$ cat src/include/rctx_cfg.svh
// rctx_cfg.svh: option field positions, register offsets and timing counts
// assumes a 100 MHz ref_clk and a plain word-wide register port
`ifndef RCTX_CFG_SVH
`define RCTX_CFG_SVH
`define RCTX_CLK_MHZ        100
`define RCTX_ADDR_CFG       4'h0
`define RCTX_ADDR_SERIAL    4'h1
`define RCTX_ADDR_COUNT     4'h2
`define RCTX_ADDR_STATUS    4'h3
`define RCTX_ADDR_MASK      4'h4
`define RCTX_ADDR_KEY1      4'h5
`define RCTX_ADDR_KEY2      4'h6
`define RCTX_ADDR_LOAD      4'h7
`define RCTX_F_CNT20        0
`define RCTX_F_OVF_EN       1
`define RCTX_F_HDR_SHORT    2
`define RCTX_F_VSEL_HI      3
`define RCTX_F_VLATCH       4
`define RCTX_F_SHUTOFF      5
`define RCTX_F_WAKE_EN      6
`define RCTX_F_FSK          7
`define RCTX_F_DUAL         8
`define RCTX_F_RFEN         9
`define RCTX_F_SER28        10
`define RCTX_F_BLINK1       11
`define RCTX_F_MOD_LO       12
`define RCTX_F_TE_LO        14
`define RCTX_F_GUARD_LO     16
`define RCTX_F_MINCW_LO     18
`define RCTX_F_LED_LO       20
`define RCTX_F_WAKE_LO      22
`define RCTX_TE_BASE_US     100
`define RCTX_HDR_LONG_TE    10
`define RCTX_HDR_SHORT_TE   4
`define RCTX_GUARD_BASE_TE  16
`define RCTX_WAKE_BASE_TE   8
`define RCTX_SHUTOFF_MS     3200
`define RCTX_LED_BASE_MS    50
`define RCTX_WORD_BITS      66
`define RCTX_OVF_RESET      2'h3
`define RCTX_CFG_RESET      32'h00000000
`define RCTX_EV_TXDONE      0
`define RCTX_EV_LOWBAT      1
`define RCTX_EV_SHUTOFF     2
`define RCTX_EV_OVF         3
`endif

$ cat src/include/rctx_pkg.sv
// rctx_pkg: types shared by the rolling-code transmitter
// assumes rctx_cfg.svh is on the include path
package rctx_pkg;
  typedef enum logic [1:0] {RCTX_PWM, RCTX_MANCH, RCTX_VARIABLE_PULSE_WIDTH_FORMAT, RCTX_PPM} rctx_mod_t;
  typedef struct packed {
    logic [1:0] wake_len;
    logic [1:0] led_on;
    logic [1:0] min_cw;
    logic [1:0] guard;
    logic [1:0] te_sel;
    rctx_mod_t  mod;
    logic       blink_once;
    logic       ser28;
    logic       rf_en;
    logic       dual;
    logic       fsk;
    logic       wake_en;
    logic       shutoff;
    logic       vlatch;
    logic       vsel_hi;
    logic       hdr_short;
    logic       ovf_en;
    logic       cnt20;
  } rctx_opt_t;
  typedef struct packed {
    logic        rf_enable;
    logic        data;
  } rctx_rf_t;
endpackage

$ cat src/hw/rctx_top.sv
// rctx_top: option-controlled code-word transmitter of a rolling-code encoder
// assumes synchronous button inputs and comparator flags; regs over a plain port
// Behaviour
// - sync counter is 16 or 20 bits wide by option.
// - overflow option clears one overflow bit per counter wrap, never sets again.
// - header option shortens sync header from ten to four pulse periods.
// - low voltage flag set when supply below selected 2.2 or 3.2 V threshold.
// - latch option holds low battery indication until power cycle.
// - auto shutoff stops transmission after fixed continuous time.
// - brief press still sends at least the minimum code words.
// - optional wake-up preamble before first word, length and pulse width by option.
// - option orders RF enable and data activation for ASK or FSK.
// - dual mode uses third button pin as sub-encoder select.
// - RF enable option drives third pin high while sending outside dual mode, still read as button when idle.
// - four modulation formats: PWM, Manchester, variable PWM, PPM.
// - all elements timed from selectable basic pulse period.
// - selectable guard time inserted between code words.
// - blink-once option blinks LED once on low battery, on-time selectable.
// - serial number 32 or 28 bits, placed in fixed code portion.
// - two keys stored, active sub-encoder key used.
`timescale 1ns/1ns
`include "rctx_cfg.svh"
module rctx_top
  import rctx_pkg::*;
#(
  parameter int SHUTOFF_CYC = `RCTX_SHUTOFF_MS * 1000 * `RCTX_CLK_MHZ,
  parameter int LED_CYC     = `RCTX_LED_BASE_MS * 1000 * `RCTX_CLK_MHZ,
  parameter int TE_CYC      = `RCTX_TE_BASE_US * `RCTX_CLK_MHZ
) (
  input  wire logic        ref_clk,
  input  wire logic        rst,
  input  wire logic [3:0]  addr,
  input  wire logic [31:0] wdata,
  input  wire logic        wr,
  input  wire logic        rd,
  output logic      [31:0] rdata,
  input  wire logic [2:0]  buttons,
  input  wire logic        below_2v2,
  input  wire logic        below_3v2,
  output logic             third_button_pin_o,
  output logic             third_button_pin_oe,
  output logic             rf_enable,
  output logic             rf_data,
  output logic             led,
  output logic             sub_encoder2,
  output logic             low_voltage_flag,
  output logic             irq
);
  rctx_opt_t   opt_shadow;
  rctx_opt_t   opt;
  logic [31:0] serial;
  logic [31:0] key1;
  logic [31:0] key2;
  logic [19:0] sync_cnt;
  logic [1:0]  ovf_bits;
  logic [3:0]  status;
  logic [3:0]  mask;
  logic        loaded;
  logic        lowbat_latched;
  logic        led_done;
  logic        sub_sel;
  logic [31:0] te_cnt;
  logic [31:0] run_cnt;
  logic [31:0] led_cnt;
  logic [7:0]  phase;
  logic [6:0]  bit_idx;
  logic [3:0]  words_sent;
  logic        shut;
  logic        data_lvl;
  logic [65:0] word;
  typedef enum logic [2:0] {S_IDLE, S_LEAD, S_WAKE, S_HDR, S_BITS, S_GUARD} rctx_st_t;
  rctx_st_t st;

  function automatic logic [31:0] te_mult(input logic [1:0] sel);
    te_mult = TE_CYC * (32'h1 << sel);
  endfunction

  // while the device drives the third pin it reads its own drive, so that input is ignored
  wire        pressed     = |{buttons[2] & ~third_button_pin_oe, buttons[1:0]};
  wire        sel_btn3    = opt.dual;
  wire [2:0]  fn_code     = sel_btn3 ? {1'b0, buttons[1:0]} : buttons;
  wire        volt_low    = opt.vsel_hi ? below_3v2 : below_2v2;
  wire        lowbat_now  = volt_low | (opt.vlatch & lowbat_latched);
  wire [31:0] te_len      = te_mult(opt.te_sel);
  wire        te_tick     = (te_cnt == te_len - 32'h1);
  wire [7:0]  hdr_len     = opt.hdr_short ? 8'(`RCTX_HDR_SHORT_TE) : 8'(`RCTX_HDR_LONG_TE);
  wire [7:0]  guard_len   = 8'(`RCTX_GUARD_BASE_TE) << opt.guard;
  wire [7:0]  wake_len    = 8'(`RCTX_WAKE_BASE_TE) << opt.wake_len;
  wire [3:0]  min_words   = 4'h1 << opt.min_cw;
  wire [31:0] ser_fix     = opt.ser28 ? {4'h0, serial[27:0]} : serial;
  wire [31:0] act_key     = sub_sel ? key2 : key1;
  wire [19:0] cnt_word    = opt.cnt20 ? sync_cnt : {4'h0, sync_cnt[15:0]};
  wire [31:0] hop         = {fn_code[1:0], ovf_bits, 8'h00, cnt_word} ^ act_key;
  wire        wrap        = opt.cnt20 ? (sync_cnt == 20'hFFFFF) : (sync_cnt[15:0] == 16'hFFFF);
  wire        start_tx    = (st == S_IDLE) & pressed & ~shut & loaded;
  wire        bit_val     = word[bit_idx];
  wire [7:0]  sub_cnt     = phase;
  wire [3:0]  ev_set      = {wrap & start_tx & opt.ovf_en, shut & (st != S_IDLE),
                             start_tx & lowbat_now, (st == S_GUARD) & te_tick & (phase == 8'h0)};
  wire        wr_status   = wr & (addr == `RCTX_ADDR_STATUS);

  // element level per modulation format, each bit spans three pulse periods
  always_comb begin
    data_lvl = 1'b0;
    case (st)
      S_WAKE:  data_lvl = opt.wake_len[0] ? ~phase[1] : ~phase[0];
      S_HDR:   data_lvl = 1'b0;
      S_BITS: begin
        case (opt.mod)
          RCTX_PWM:   data_lvl = (sub_cnt == 8'h0) | ((sub_cnt == 8'h1) & ~bit_val);
          RCTX_MANCH: data_lvl = (sub_cnt == 8'h0) ? bit_val : ~bit_val;
          RCTX_VARIABLE_PULSE_WIDTH_FORMAT:  data_lvl = (sub_cnt == 8'h0) | ((sub_cnt != 8'h2) & bit_val);
          RCTX_PPM:   data_lvl = bit_val ? (sub_cnt == 8'h2) : (sub_cnt == 8'h0);
          default:    data_lvl = 1'b0;
        endcase
      end
      default: data_lvl = 1'b0;
    endcase
  end

  always_comb begin
    word = {opt.cnt20, lowbat_now, ser_fix, hop};
  end

  // register port and interrupt
  always_ff @(posedge ref_clk) begin
    if (rst) begin
      opt_shadow <= rctx_opt_t'(`RCTX_CFG_RESET);
      serial     <= 32'h00000000;
      key1       <= 32'h00000000;
      key2       <= 32'h00000000;
      mask       <= 4'h0;
      status     <= 4'h0;
      rdata      <= 32'h00000000;
    end else begin
      if (wr & (addr == `RCTX_ADDR_CFG)) opt_shadow <= rctx_opt_t'(wdata[23:0]);
      if (wr & (addr == `RCTX_ADDR_SERIAL)) serial <= wdata;
      if (wr & (addr == `RCTX_ADDR_KEY1)) key1 <= wdata;
      if (wr & (addr == `RCTX_ADDR_KEY2)) key2 <= wdata;
      if (wr & (addr == `RCTX_ADDR_MASK)) mask <= wdata[3:0];
      status <= (status & ~(wr_status ? wdata[3:0] : 4'h0)) | ev_set;
      rdata <= 32'h00000000;
      if (rd) begin
        case (addr)
          `RCTX_ADDR_CFG:    rdata <= {8'h00, opt};
          `RCTX_ADDR_SERIAL: rdata <= serial;
          `RCTX_ADDR_COUNT:  rdata <= {10'h000, ovf_bits, cnt_word};
          `RCTX_ADDR_STATUS: rdata <= {28'h0, status};
          `RCTX_ADDR_MASK:   rdata <= {28'h0, mask};
          `RCTX_ADDR_LOAD:   rdata <= {31'h0, loaded};
          default:           rdata <= 32'h00000000;
        endcase
      end
    end
  end

  always_ff @(posedge ref_clk) begin
    if (rst) irq <= 1'b0;
    else     irq <= |(status & mask);
  end

  // option load; frozen copy is only refreshed when idle
  always_ff @(posedge ref_clk) begin
    if (rst) begin
      opt    <= rctx_opt_t'(`RCTX_CFG_RESET);
      loaded <= 1'b0;
    end else if (wr & (addr == `RCTX_ADDR_LOAD)) begin
      loaded <= 1'b1;
    end else if (st == S_IDLE) begin
      opt <= opt_shadow;
    end
  end

  // counter with overflow bits; ovf bits only ever clear
  always_ff @(posedge ref_clk) begin
    if (rst) begin
      sync_cnt <= 20'h00000;
      ovf_bits <= `RCTX_OVF_RESET;
    end else if (wr & (addr == `RCTX_ADDR_COUNT)) begin
      sync_cnt <= wdata[19:0];
    end else if (start_tx) begin
      sync_cnt <= opt.cnt20 ? sync_cnt + 20'h1 : {4'h0, sync_cnt[15:0] + 16'h1};
      if (wrap & opt.ovf_en) ovf_bits <= {1'b0, ovf_bits[1]};
    end
  end

  // transmit sequencer
  always_ff @(posedge ref_clk) begin
    if (rst) begin
      st <= S_IDLE;
      te_cnt <= 32'h0;
      phase <= 8'h0;
      bit_idx <= 7'h0;
      words_sent <= 4'h0;
      sub_sel <= 1'b0;
    end else begin
      te_cnt <= (st == S_IDLE || te_tick) ? 32'h0 : te_cnt + 32'h1;
      case (st)
        S_IDLE: begin
          words_sent <= 4'h0;
          phase <= 8'h0;
          if (start_tx) begin
            sub_sel <= opt.dual & buttons[2];
            st <= S_LEAD;
          end
        end
        S_LEAD: if (te_tick) begin
          st <= opt.wake_en ? S_WAKE : S_HDR;
          phase <= 8'h0;
        end
        S_WAKE: if (te_tick) begin
          phase <= phase + 8'h1;
          if (phase == wake_len - 8'h1) begin
            st <= S_HDR;
            phase <= 8'h0;
          end
        end
        S_HDR: if (te_tick) begin
          phase <= phase + 8'h1;
          if (phase == hdr_len - 8'h1) begin
            st <= S_BITS;
            phase <= 8'h0;
            bit_idx <= 7'h0;
          end
        end
        S_BITS: if (te_tick) begin
          phase <= (phase == 8'h2) ? 8'h0 : phase + 8'h1;
          if (phase == 8'h2) begin
            bit_idx <= bit_idx + 7'h1;
            if (bit_idx == 7'(`RCTX_WORD_BITS - 1)) begin
              st <= S_GUARD;
              words_sent <= words_sent + 4'h1;
            end
          end
        end
        S_GUARD: if (te_tick) begin
          phase <= phase + 8'h1;
          if (phase == guard_len - 8'h1) begin
            phase <= 8'h0;
            if (shut) st <= S_IDLE;
            else if (pressed | (words_sent < min_words)) st <= S_HDR;
            else st <= S_IDLE;
          end
        end
        default: st <= S_IDLE;
      endcase
    end
  end

  // continuous-transmission timer; released only after buttons let go
  always_ff @(posedge ref_clk) begin
    if (rst) begin
      run_cnt <= 32'h0;
      shut <= 1'b0;
    end else if (~pressed) begin
      run_cnt <= 32'h0;
      shut <= 1'b0;
    end else if (opt.shutoff & (st != S_IDLE)) begin
      if (run_cnt == SHUTOFF_CYC - 1) shut <= 1'b1;
      else run_cnt <= run_cnt + 32'h1;
    end
  end

  // low battery latch and led
  always_ff @(posedge ref_clk) begin
    if (rst) begin
      lowbat_latched <= 1'b0;
      led_done <= 1'b0;
      led_cnt <= 32'h0;
      led <= 1'b0;
      low_voltage_flag <= 1'b0;
    end else begin
      if (start_tx & volt_low) lowbat_latched <= 1'b1;
      if (start_tx) low_voltage_flag <= lowbat_now;
      if (led_cnt != 32'h0) begin
        led_cnt <= led_cnt - 32'h1;
        led <= 1'b1;
      end else begin
        led <= 1'b0;
        if (start_tx & ~(opt.blink_once & lowbat_now & led_done)) begin
          led_cnt <= LED_CYC << opt.led_on;
          if (lowbat_now) led_done <= 1'b1;
        end
      end
    end
  end

  // rf output sequencing: ASK raises enable with data, FSK raises enable a period early
  always_ff @(posedge ref_clk) begin
    if (rst) begin
      rf_enable <= 1'b0;
      rf_data <= 1'b0;
      third_button_pin_o <= 1'b0;
      third_button_pin_oe <= 1'b0;
      sub_encoder2 <= 1'b0;
    end else begin
      rf_enable <= opt.fsk ? (st != S_IDLE) : (st != S_IDLE) & (st != S_LEAD);
      rf_data <= (st == S_LEAD) ? 1'b0 : data_lvl;
      // pin drive is dropped while idle so the button can still be read
      third_button_pin_o <= opt.rf_en & (st != S_IDLE);
      third_button_pin_oe <= opt.rf_en & ~opt.dual & (st != S_IDLE);
      sub_encoder2 <= sub_sel;
    end
  end

  cnt_width_a: assert property (@(posedge ref_clk) disable iff (rst)
    !opt.cnt20 && start_tx |=> sync_cnt[19:16] == 4'h0) else $error("counter too wide");
  ovf_never_set_a: assert property (@(posedge ref_clk) disable iff (rst)
    $past(!ovf_bits[1]) |-> !ovf_bits[1]) else $error("overflow bit set again");
  lowv_sel_a: assert property (@(posedge ref_clk) disable iff (rst)
    start_tx && opt.vsel_hi && below_3v2 |=> low_voltage_flag) else $error("low_voltage_flag not set");
  latch_hold_a: assert property (@(posedge ref_clk) disable iff (rst)
    lowbat_latched |=> lowbat_latched) else $error("latch dropped");
  shut_stop_a: assert property (@(posedge ref_clk) disable iff (rst)
    shut && st == S_IDLE |=> st == S_IDLE) else $error("tx after shutoff");
  min_word_a: assert property (@(posedge ref_clk) disable iff (rst)
    $past(st) == S_GUARD && st != S_GUARD && $past(words_sent < min_words)
    && !$past(shut) |-> st == S_HDR) else $error("min words short");
  fsk_order_a: assert property (@(posedge ref_clk) disable iff (rst)
    $rose(rf_data) |-> rf_enable) else $error("data before enable");
  hdr_len_a: assert property (@(posedge ref_clk) disable iff (rst)
    st == S_HDR |-> phase < hdr_len) else $error("header too long");
  guard_len_a: assert property (@(posedge ref_clk) disable iff (rst)
    st == S_GUARD |-> phase < guard_len) else $error("guard overrun");
  opt_frozen_a: assert property (@(posedge ref_clk) disable iff (rst)
    st != S_IDLE && $past(st) != S_IDLE |-> $stable(opt)) else $error("opt changed");
endmodule

$ cat config.mk
export PLATFORM = sky130hd
export DESIGN_NAME = rctx_top
export DESIGN_NICKNAME = d
export VERILOG_FILES = /design/src/include/rctx_pkg.sv /design/src/hw/rctx_top.sv
export VERILOG_INCLUDE_DIRS = /design/src /design/src/include
export SDC_FILE = /design/constraint.sdc
export NUM_CORES = 1
export LEC_CHECK = 0
export ABC_AREA = 0
export BUFFER_PORTS_ARGS = -buffer_cell sky130_fd_sc_hd__buf_4
export CAP_MARGIN = 25
export CORE_MARGIN = 2
export CORE_UTILIZATION = 66
export DETAILED_ROUTE_END_ITERATION = 10
export GPL_TIMING_DRIVEN = 0
export HOLD_SLACK_MARGIN = 0.06
export PLACE_DENSITY = 0.89
export SLEW_MARGIN = 20
export SYNTH_ARGS = -nofsm -noshare
export SYNTH_HDL_FRONTEND = slang
export SYNTH_SLANG_ARGS = --single-unit
$ cat constraint.sdc
create_clock -name ref_clk -period 9.3 [get_ports ref_clk]
set_clock_uncertainty 0.15 [all_clocks]
set_input_delay 0.93 -clock ref_clk [delete_from_list [all_inputs] [get_ports ref_clk]]
set_output_delay 0.93 -clock ref_clk [all_outputs]
set_load 0.01 [all_outputs]
==> metrics.md, run 1 <==
| Metric | Value |
|---|---|
| Outcome | `finished, final reports clean` |
| Final-stage net count | `2156` |
| DRT Wirelength | `around 48000 µm` |
| Async set-reset flop share out of synthesis | `0%` |
| Maximum number of pins on one net before global-route repair | `14` |
| CP Cell Sequence | `ha_1, inv_1, ha_1, ha_1, ha_1, ha_1, xnor2_1, nand3_1, nor3_1, and3_1, o21ai_1, nor2_1, nor2_1, o21bai_1, nor2_1` |
| DIE AREA | `25600 µm²` |
| N_diodes | `0` |
| Worst Path Buf+Inv | `1` |
| Startpoint Class | `flop` |
| Synthesis-to-finish area growth | `14.1%` |
| Seq cells post-synth | `between 300 and 400` |
| Category of cells accounting for the largest share of critical-path delay | `adder cells` |
| Arrival time at the worst endpoint | `5.04 ns` |
| Post-detailed-route DRC marker count | `0` |
| Post CTS Setup Buffer Count | `0` |
| Fraction of the cycle the final worst path needs | `between 50% and 60%` |
| Transition time at the pin with the least slew margin | `~1 ns` |
| TritonCTS clock tree | `done` |
| Biggest area consumer among synthesized cells | `sky130_fd_sc_hd__dfxtp_1` |
| Via/cell ratio | `approximately 6.4` |
| Maximum achievable frequency | `209 MHz` |
| Crit. path cell count | `15` |
| Number of enable flip-flop cells after synthesis | `0` |
| Die height | `approximately 160 µm` |
| Total instance count after detailed placement | `roughly 2400` |
| Fill cells | `between 1500 and 2000` |
| Count of input and output buffers | `83` |
| Initial antenna violation count | `1` |
| Proportion of layout cells with a drive suffix above 1 | `a little under a tenth` |
| Number of violations of the max-capacitance limit | `0` |
| Required time worst endpoint | `about 9.5 ns` |
| Path type of the worst min-delay path | `flop to flop` |
| Clk Latency, worst-skew pair | `between 0.5 and 0.6 ns` |
| Effective utilization at floorplan | `~67%` |
| Worst path max stage delay | `between 0.6 and 0.7 ns` |
| Final hold slack | `~0.31 ns` |
| Most frequently used cell type in the post-synthesis netlist | `sky130_fd_sc_hd__nand2_1` |
| Critical-path cell with the highest stage delay | `sky130_fd_sc_hd__dfxtp_1` |
| Post_cts resized | `0` |
| Core Rows | `57` |
| Average wire length per cell after detail routing | `between 15 and 20 µm` |
| Number of DRC markers after the initial detailed-route iteration | `about 2300` |
| Worst reg-to-reg setup slack | `approximately 4.5 ns` |
| Mean instance size in the synthesized netlist | `~8.2 µm²` |
| First-pass GRT wire length | `74600 µm` |
| Detailed placer's ending HPWL | `roughly 35000 µm` |
| Remaining Overflow, GRT | `0` |
| Switching power as a share of total power | `around 29%` |
| Internal Pwr Total | `around 2.7 mW` |
| Warning count from the yosys run | `0` |
| Die span in x | `between 150 and 200 µm` |
| Slew HR | `32.7%` |
| Clock sink count | `between 300 and 400` |
| Share of the core filled with cells | `approximately 76%` |
| Crit path capture type | `flop` |
| First-pass iteration count of the detailed router | `8` |
| Number of global-route vias before repair | `14500` |
| Maximum fanout along the worst path | `7` |
| Setup repair after global routing missed its margin | `no` |
| Worst setup path category | `flop to flop` |
| Launching point of the worst reg2reg path | `opt[15]` |
| Inserted Clock Buffers | `36` |
| Tot Pwr | `roughly 3.8 mW` |
| Aggregate negative setup slack | `0 ns` |
| Gate count of the mapped netlist | `1958` |
| Number of buffers between clock root and the deepest sink | `3` |
| Capture point of the worst reg-to-reg path | `phase[7]` |
| Peak ir drop on the vdd network | `between 0.00015 and 0.0002 V` |
| Share of power burned in registers | `41.8%` |
| Final Setup Violations | `0` |
| Most used standard cells in the synthesized netlist | `sky130_fd_sc_hd__nand2_1, sky130_fd_sc_hd__dfxtp_1, sky130_fd_sc_hd__a21oi_1` |
| Core Region | `approximately 24000 µm²` |
| Final-report max-slew violation count | `0` |
| Hold-fix buffers at CTS | `0` |
| Final Hold Viols | `0` |
| Net count after synthesis | `approximately 2000` |
| Count of boundary I/O pins | `85` |
| Portion of the post-synthesis area used by sequential elements | `a little over two fifths` |
| GPL Wtd Cong | `1.01` |
| Detail Route Antenna Nets | `0` |
| Clock root cell | `sky130_fd_sc_hd__clkbuf_16` |
| Top cell by count, worst path | `sky130_fd_sc_hd__ha_1` |
| CP startpoint | `opt[15]` |
| Logic gate share of total power | `18.3%` |
| Final std cells w/o fill | `between 2000 and 2500` |
| Deepest level of the CTS H-tree | `2` |
| Min Tclk post-route | `4.79 ns` |
| Net switching power | `~1.1 mW` |
| Top flip-flop cell by instance count after synthesis | `sky130_fd_sc_hd__dfxtp_1` |
| Critical Path Sink | `phase[7]` |
| Fraction of post-synthesis cell area in the top cell type by area | `between 40% and 50%` |
| Clk network pwr share | `around two fifths` |
| GR Util All Layers | `36.3%` |
| Distinct cell type count of the synthesized netlist | `approximately 80` |
| Cell area after synthesis | `16100 µm²` |
| Clock input transition at the sequential cells of the worst setup and hold paths | `0.06 ns` |
| Count of cells along the worst register-to-register path | `15` |
| Total via count in the routed design | `~15000` |
| Total power density per cell area | `approximately 210 nW/µm²` |
| Leakage power of the design | `between 6 and 7 nW` |
| Cell types occupying the most area after synthesis | `sky130_fd_sc_hd__dfxtp_1, sky130_fd_sc_hd__nand2_1, sky130_fd_sc_hd__a21oi_1` |
==> power groups by stage <==
stage	clock network, mW	registers (mW)	logic, mW
2_1_floorplan	0	1.60	0.492
3_3_place_gp	0	1.61	0.646
3_5_place_dp	0	1.61	0.668
4_1_cts	1.50	1.58	0.677
5_1_grt	1.56	1.59	0.752
6_report	1.50	1.58	0.692
==> per-layer routing <==
metal	global-route usage [%]	wire (µm)
met5	0	13
met4	19.2	2760
met3	7.64	5890
met2	58.2	21600
met1	46.3	17800
==> layout by cell type, fill, tap and decap left out, types with 7 or more instances in the layout <==
master / instances
sky130_fd_sc_hd__a211oi_1: 34
sky130_fd_sc_hd__a21o_1: 7
sky130_fd_sc_hd__a21oi_1: 220
sky130_fd_sc_hd__a311oi_1: 7
sky130_fd_sc_hd__a31oi_1: 11
sky130_fd_sc_hd__and2_1: 16
sky130_fd_sc_hd__and3_1: 24
sky130_fd_sc_hd__and4_1: 8
sky130_fd_sc_hd__buf_2: 12
sky130_fd_sc_hd__buf_4: 85
sky130_fd_sc_hd__clkbuf_1: 99
sky130_fd_sc_hd__clkbuf_16: 38
sky130_fd_sc_hd__clkbuf_8: 8
sky130_fd_sc_hd__dfxtp_1: 337
sky130_fd_sc_hd__ha_1: 32
sky130_fd_sc_hd__inv_1: 33
sky130_fd_sc_hd__mux2_2: 7
sky130_fd_sc_hd__mux2i_1: 59
sky130_fd_sc_hd__mux4_2: 17
sky130_fd_sc_hd__nand2_1: 382
sky130_fd_sc_hd__nand2b_1: 18
sky130_fd_sc_hd__nand3_1: 56
sky130_fd_sc_hd__nand4_1: 33
sky130_fd_sc_hd__nor2_1: 191
sky130_fd_sc_hd__nor2b_1: 14
sky130_fd_sc_hd__nor3_1: 36
sky130_fd_sc_hd__nor4_1: 15
sky130_fd_sc_hd__o211ai_1: 7
sky130_fd_sc_hd__o21ai_0: 32
sky130_fd_sc_hd__or3_1: 32
sky130_fd_sc_hd__xnor2_1: 48
sky130_fd_sc_hd__xor2_1: 71
==> cells by family (layout without fill, tap and decap cells) <==
kind of cell    after synthesis  in the layout  synth area share (%)
flops                       337            337                  42.0
compound gates              367            367                  13.5
xor+xnor                    119            119                  6.49
buf+inv                     150            294                  3.84
mux                          84             84                  6.62
simple gates                869            869                  25.1
fa+ha+maj                    32             32                  2.49
==> final cells by class <==
cell class | count | area [µm²] | share of cell area, %
clock inverter | 10 | 161 | 0.880
clock buffer | 51 | 1080 | 5.89
tap | 324 | 405 | 2.21
multi-input combinational | 1471 | 8700 | 47.5
buffer | 117 | 493 | 2.69
inverter | 33 | 124 | 0.676
sequential | 337 | 6750 | 36.8
timing repair buffer | 83 | 623 | 3.40
==> worst register-to-register path, delay by kind of cell, from the launching register on <==
family                   cells  cell delay [ns]
flip-flops                   1             0.63
XOR/XNOR                     1             0.20
AND/OR/NAND/NOR              6             1.29
AO/OA/AOI/OAI                2             0.64
buffers and inverters        1             0.08
adder cells (fa/ha/maj)      5             1.65
==> metrics by stage <==
| step | area (µm²) | setup slack [ns] |
|---|---|---|
| 2_1_floorplan | 16100 | 5.64 |
| 3_3_place_gp | 17100 | 4.87 |
| 3_5_place_dp | 17100 | 4.72 |
| 4_1_cts | 18300 | 4.64 |
| 5_1_grt | 18300 | 4.24 |
| 6_report | 18300 | 4.51 |
==> sequential cells by signal (all words and copies together) (netlist names), 7 cells and up <==
register and count:
serial 32, opt 23, sync_cnt 20, run_cnt 32, rdata 32, te_cnt 32, bit_idx 7, key1 32
key2 32, opt_shadow 24, led_cnt 32, phase 8
==> worst min path at each step <==
stage / depth (start not counted) / from / slack [ns] / end
2_1_floorplan: 1 / te_cnt[0] / 0.28 / te_cnt[0]
3_3_place_gp: 2 / opt_shadow[17] / 0.29 / opt[17]
3_5_place_dp: 2 / key1[0] / 0.30 / key1[0]
4_1_cts: 2 / key1[0] / 0.30 / key1[0]
5_1_grt: 2 / key1[11] / 0.32 / key1[11]
6_report: 2 / opt_shadow[20] / 0.31 / opt_shadow[20]
Note: power is estimated with default switching activity, not from simulation.
==> run 2: changes to the inputs <==
Settings changed: CORE_UTILIZATION 66 to 56, PLACE_DENSITY 0.89 to 0.81.
Clock period 9.3 ns to 3.9 ns, I/O delays scaled along.
==> run 2 against run 1 <==
Final cell count rose by 4.3%. Global-route usage decreased by 5.7 points. First-iteration DRC count decreased by 18%. Register-to-register slack got worse by 4.4 ns. Clock power rose by 140%. Final area increased by 3.3%. Die area is 17% higher. Non-clock buffer count up 40. Sequential cell count unchanged. Maximum frequency is 27% higher. Largest cell class unchanged. Largest power group unchanged.
==> metrics.md, run 2 (synthesized netlist as in run 1, its figures left out) <==
| Metric | Value |
|---|---|
| Outcome | `finished, final reports clean` |
| Sequential cell area in the final layout | `approximately 6800 µm²` |
| Clk Latency, worst-skew pair | `~0.53 ns` |
| GPL Wtd Cong | `0.993` |
| Crit path capture type | `flop` |
| Total power density per cell area | `about 480 nW/µm²` |
| Area taken by multi-input logic gates | `8820 µm²` |
| First-pass GRT wire length | `74100 µm` |
| Inserted Clock Buffers | `37` |
| Clock sink count | `about 340` |
| Detail Route Antenna Nets | `0` |
| Synthesis-to-finish area growth | `17.8%` |
| Maximum number of pins on one net before global-route repair | `15` |
| Number of buffers between clock root and the deepest sink | `3` |
| Total instance count after detailed placement | `~2400` |
| Slew HR | `between 20% and 30%` |
| Number of DRC markers after the initial detailed-route iteration | `between 1500 and 2000` |
| Worst setup slack before clock tree synthesis | `-0.628 ns` |
| Core Region | `28500 µm²` |
| Final-report max-slew violation count | `0` |
| DRT Wirelength | `47800 µm` |
| Final Setup Violations | `0` |
| Maximum achievable frequency | `approximately 260 MHz` |
| Average wire length per cell after detail routing | `18.9 µm` |
| Initial antenna violation count | `0` |
| Final std cells w/o fill | `roughly 2500` |
| Clock input transition at the sequential cells of the worst setup and hold paths | `around 0.060 ns` |
| Die height | `between 150 and 200 µm` |
| N_diodes | `0` |
| Deepest level of the CTS H-tree | `2` |
| First-pass iteration count of the detailed router | `6` |
| Maximum fanout along the worst path | `10` |
| Required time worst endpoint | `4.13 ns` |
| Post-detailed-route DRC marker count | `0` |
| Peak ir drop on the vdd network | `0.000360 V` |
| Effective utilization at floorplan | `between 50% and 60%` |
| Proportion of layout cells with a drive suffix above 1 | `a little over a tenth` |
| Startpoint Class | `flop` |
| Total via count in the routed design | `between 15000 and 20000` |
| Most frequent cells in the layout | `sky130_fd_sc_hd__nand2_1, sky130_fd_sc_hd__dfxtp_1, sky130_fd_sc_hd__a21oi_1` |
| GR Util All Layers | `30.6%` |
| Clock root cell | `sky130_fd_sc_hd__clkbuf_16` |
| Fill cells | `2320` |
| Final hold slack | `0.131 ns` |
| Final critical-path setup slack | `around 0.12 ns` |
| Detailed placer's ending HPWL | `around 35000 µm` |
| Number of violations of the max-capacitance limit | `0` |
| Leakage power of the design | `6.60 nW` |
| DIE AREA | `around 30000 µm²` |
| Number of global-route vias before repair | `14100` |
| Arrival time at the worst endpoint | `roughly 4 ns` |
| TritonCTS clock tree | `done` |
| Final Hold Viols | `0` |
| Leading cell type in the layout, fill and taps excluded | `sky130_fd_sc_hd__nand2_1` |
| Fraction of the cycle the final worst path needs | `~97%` |
| Min Tclk post-route | `roughly 3.8 ns` |
| Worst setup path category | `flop to flop` |
| Core Rows | `slightly above 60` |
| Transition time at the pin with the least slew margin | `1.08 ns` |
| Remaining Overflow, GRT | `0` |
| Path type of the worst min-delay path | `primary input to flop` |
| Count of input and output buffers | `slightly above 80` |
| Share of the core filled with cells | `66.5%` |
| Final-stage net count | `2197` |
| Tot Pwr | `between 9 and 10 mW` |
| Die span in x | `~170 µm` |
| Setup repair after global routing missed its margin | `no` |
| Via/cell ratio | `5.99` |
| Count of boundary I/O pins | `85` |
[run 2: changes by cell type in the layout (fill, tap and decap cells not counted), moves of 3 or more]
| cell | delta |
|---|---|
| sky130_fd_sc_hd__buf_4 | +5 |
| sky130_fd_sc_hd__clkbuf_1 | +4 |
| sky130_fd_sc_hd__clkinvlp_4 | +3 |
| sky130_fd_sc_hd__dlygate4sd3_1 | +33 |
| sky130_fd_sc_hd__ha_1 | -6 |
| sky130_fd_sc_hd__ha_4 | +5 |
[run 2: where the power goes]
part           switching (mW)  internal (mW)
clock                    1.42           2.17
combinational            1.06          0.606
sequential              0.154           3.62
[run 2: what timing repair did]
action                                 CTS  global route
endpoints found under the hold margin  127             0
hold buffers                            33             0
buffers inserted                         5             1
gates resized for setup                 15            16
gates cloned                             0             0
setup endpoints to repair               51            52
pin swaps                                3             4
[run 2: worst paths after layout]
kind	start	endpoint	slack, ns	depth (start not counted)
min	below_3v2	lowbat_latched	0.13	4
min reg2reg	key1[5]	key1[5]	0.30	2
max	opt[14]	bit_idx[0]	0.12	15
max reg2reg	opt[14]	bit_idx[0]	0.12	15
[run 2: worst max-delay path, stage by stage (launching register included)]
cell and delay, ns:
sky130_fd_sc_hd__dfxtp_4 0.40, sky130_fd_sc_hd__inv_4 0.10, sky130_fd_sc_hd__ha_2 0.21, sky130_fd_sc_hd__inv_1 0.07
sky130_fd_sc_hd__ha_1 0.32, sky130_fd_sc_hd__ha_4 0.26, sky130_fd_sc_hd__ha_4 0.24, sky130_fd_sc_hd__ha_4 0.24
sky130_fd_sc_hd__xnor2_2 0.19, sky130_fd_sc_hd__and4b_1 0.26, sky130_fd_sc_hd__nand4_1 0.16, sky130_fd_sc_hd__mux2i_4 0.22
sky130_fd_sc_hd__and2_4 0.20, sky130_fd_sc_hd__buf_6 0.14, sky130_fd_sc_hd__a21oi_1 0.07, sky130_fd_sc_hd__a2111oi_0 0.41
[run 2: per-layer routing]
layer / track usage [%] / up-vias / routed length, µm
met5: 0 / - / 0
met4: 13.7 / 0 / 2180
met3: 4.98 / 164 / 4640
met2: 49.5 / 767 / 21500
met1: 40.5 / 7141 / 19500
li1: - / 7081 / -
[run 2: through the flow]
stage               area (µm²)  setup TNS (ns)
finish                   18900               0
global route             18900               0
CTS                      18800               0
detailed placement       17200          -11.42
global placement         17200           -5.30
floorplan                16100               0
[run 2: cell type report]
cell class	instances	share of cell area, %
Buffer	117	2.62
Timing Repair Buffer	123	5.30
Multi-Input combinational cell	1471	46.6
Sequential cell	337	35.7
Clock inverter	12	0.925
Inverter	33	0.668
Tap cell	384	2.54
Clock buffer	54	5.65
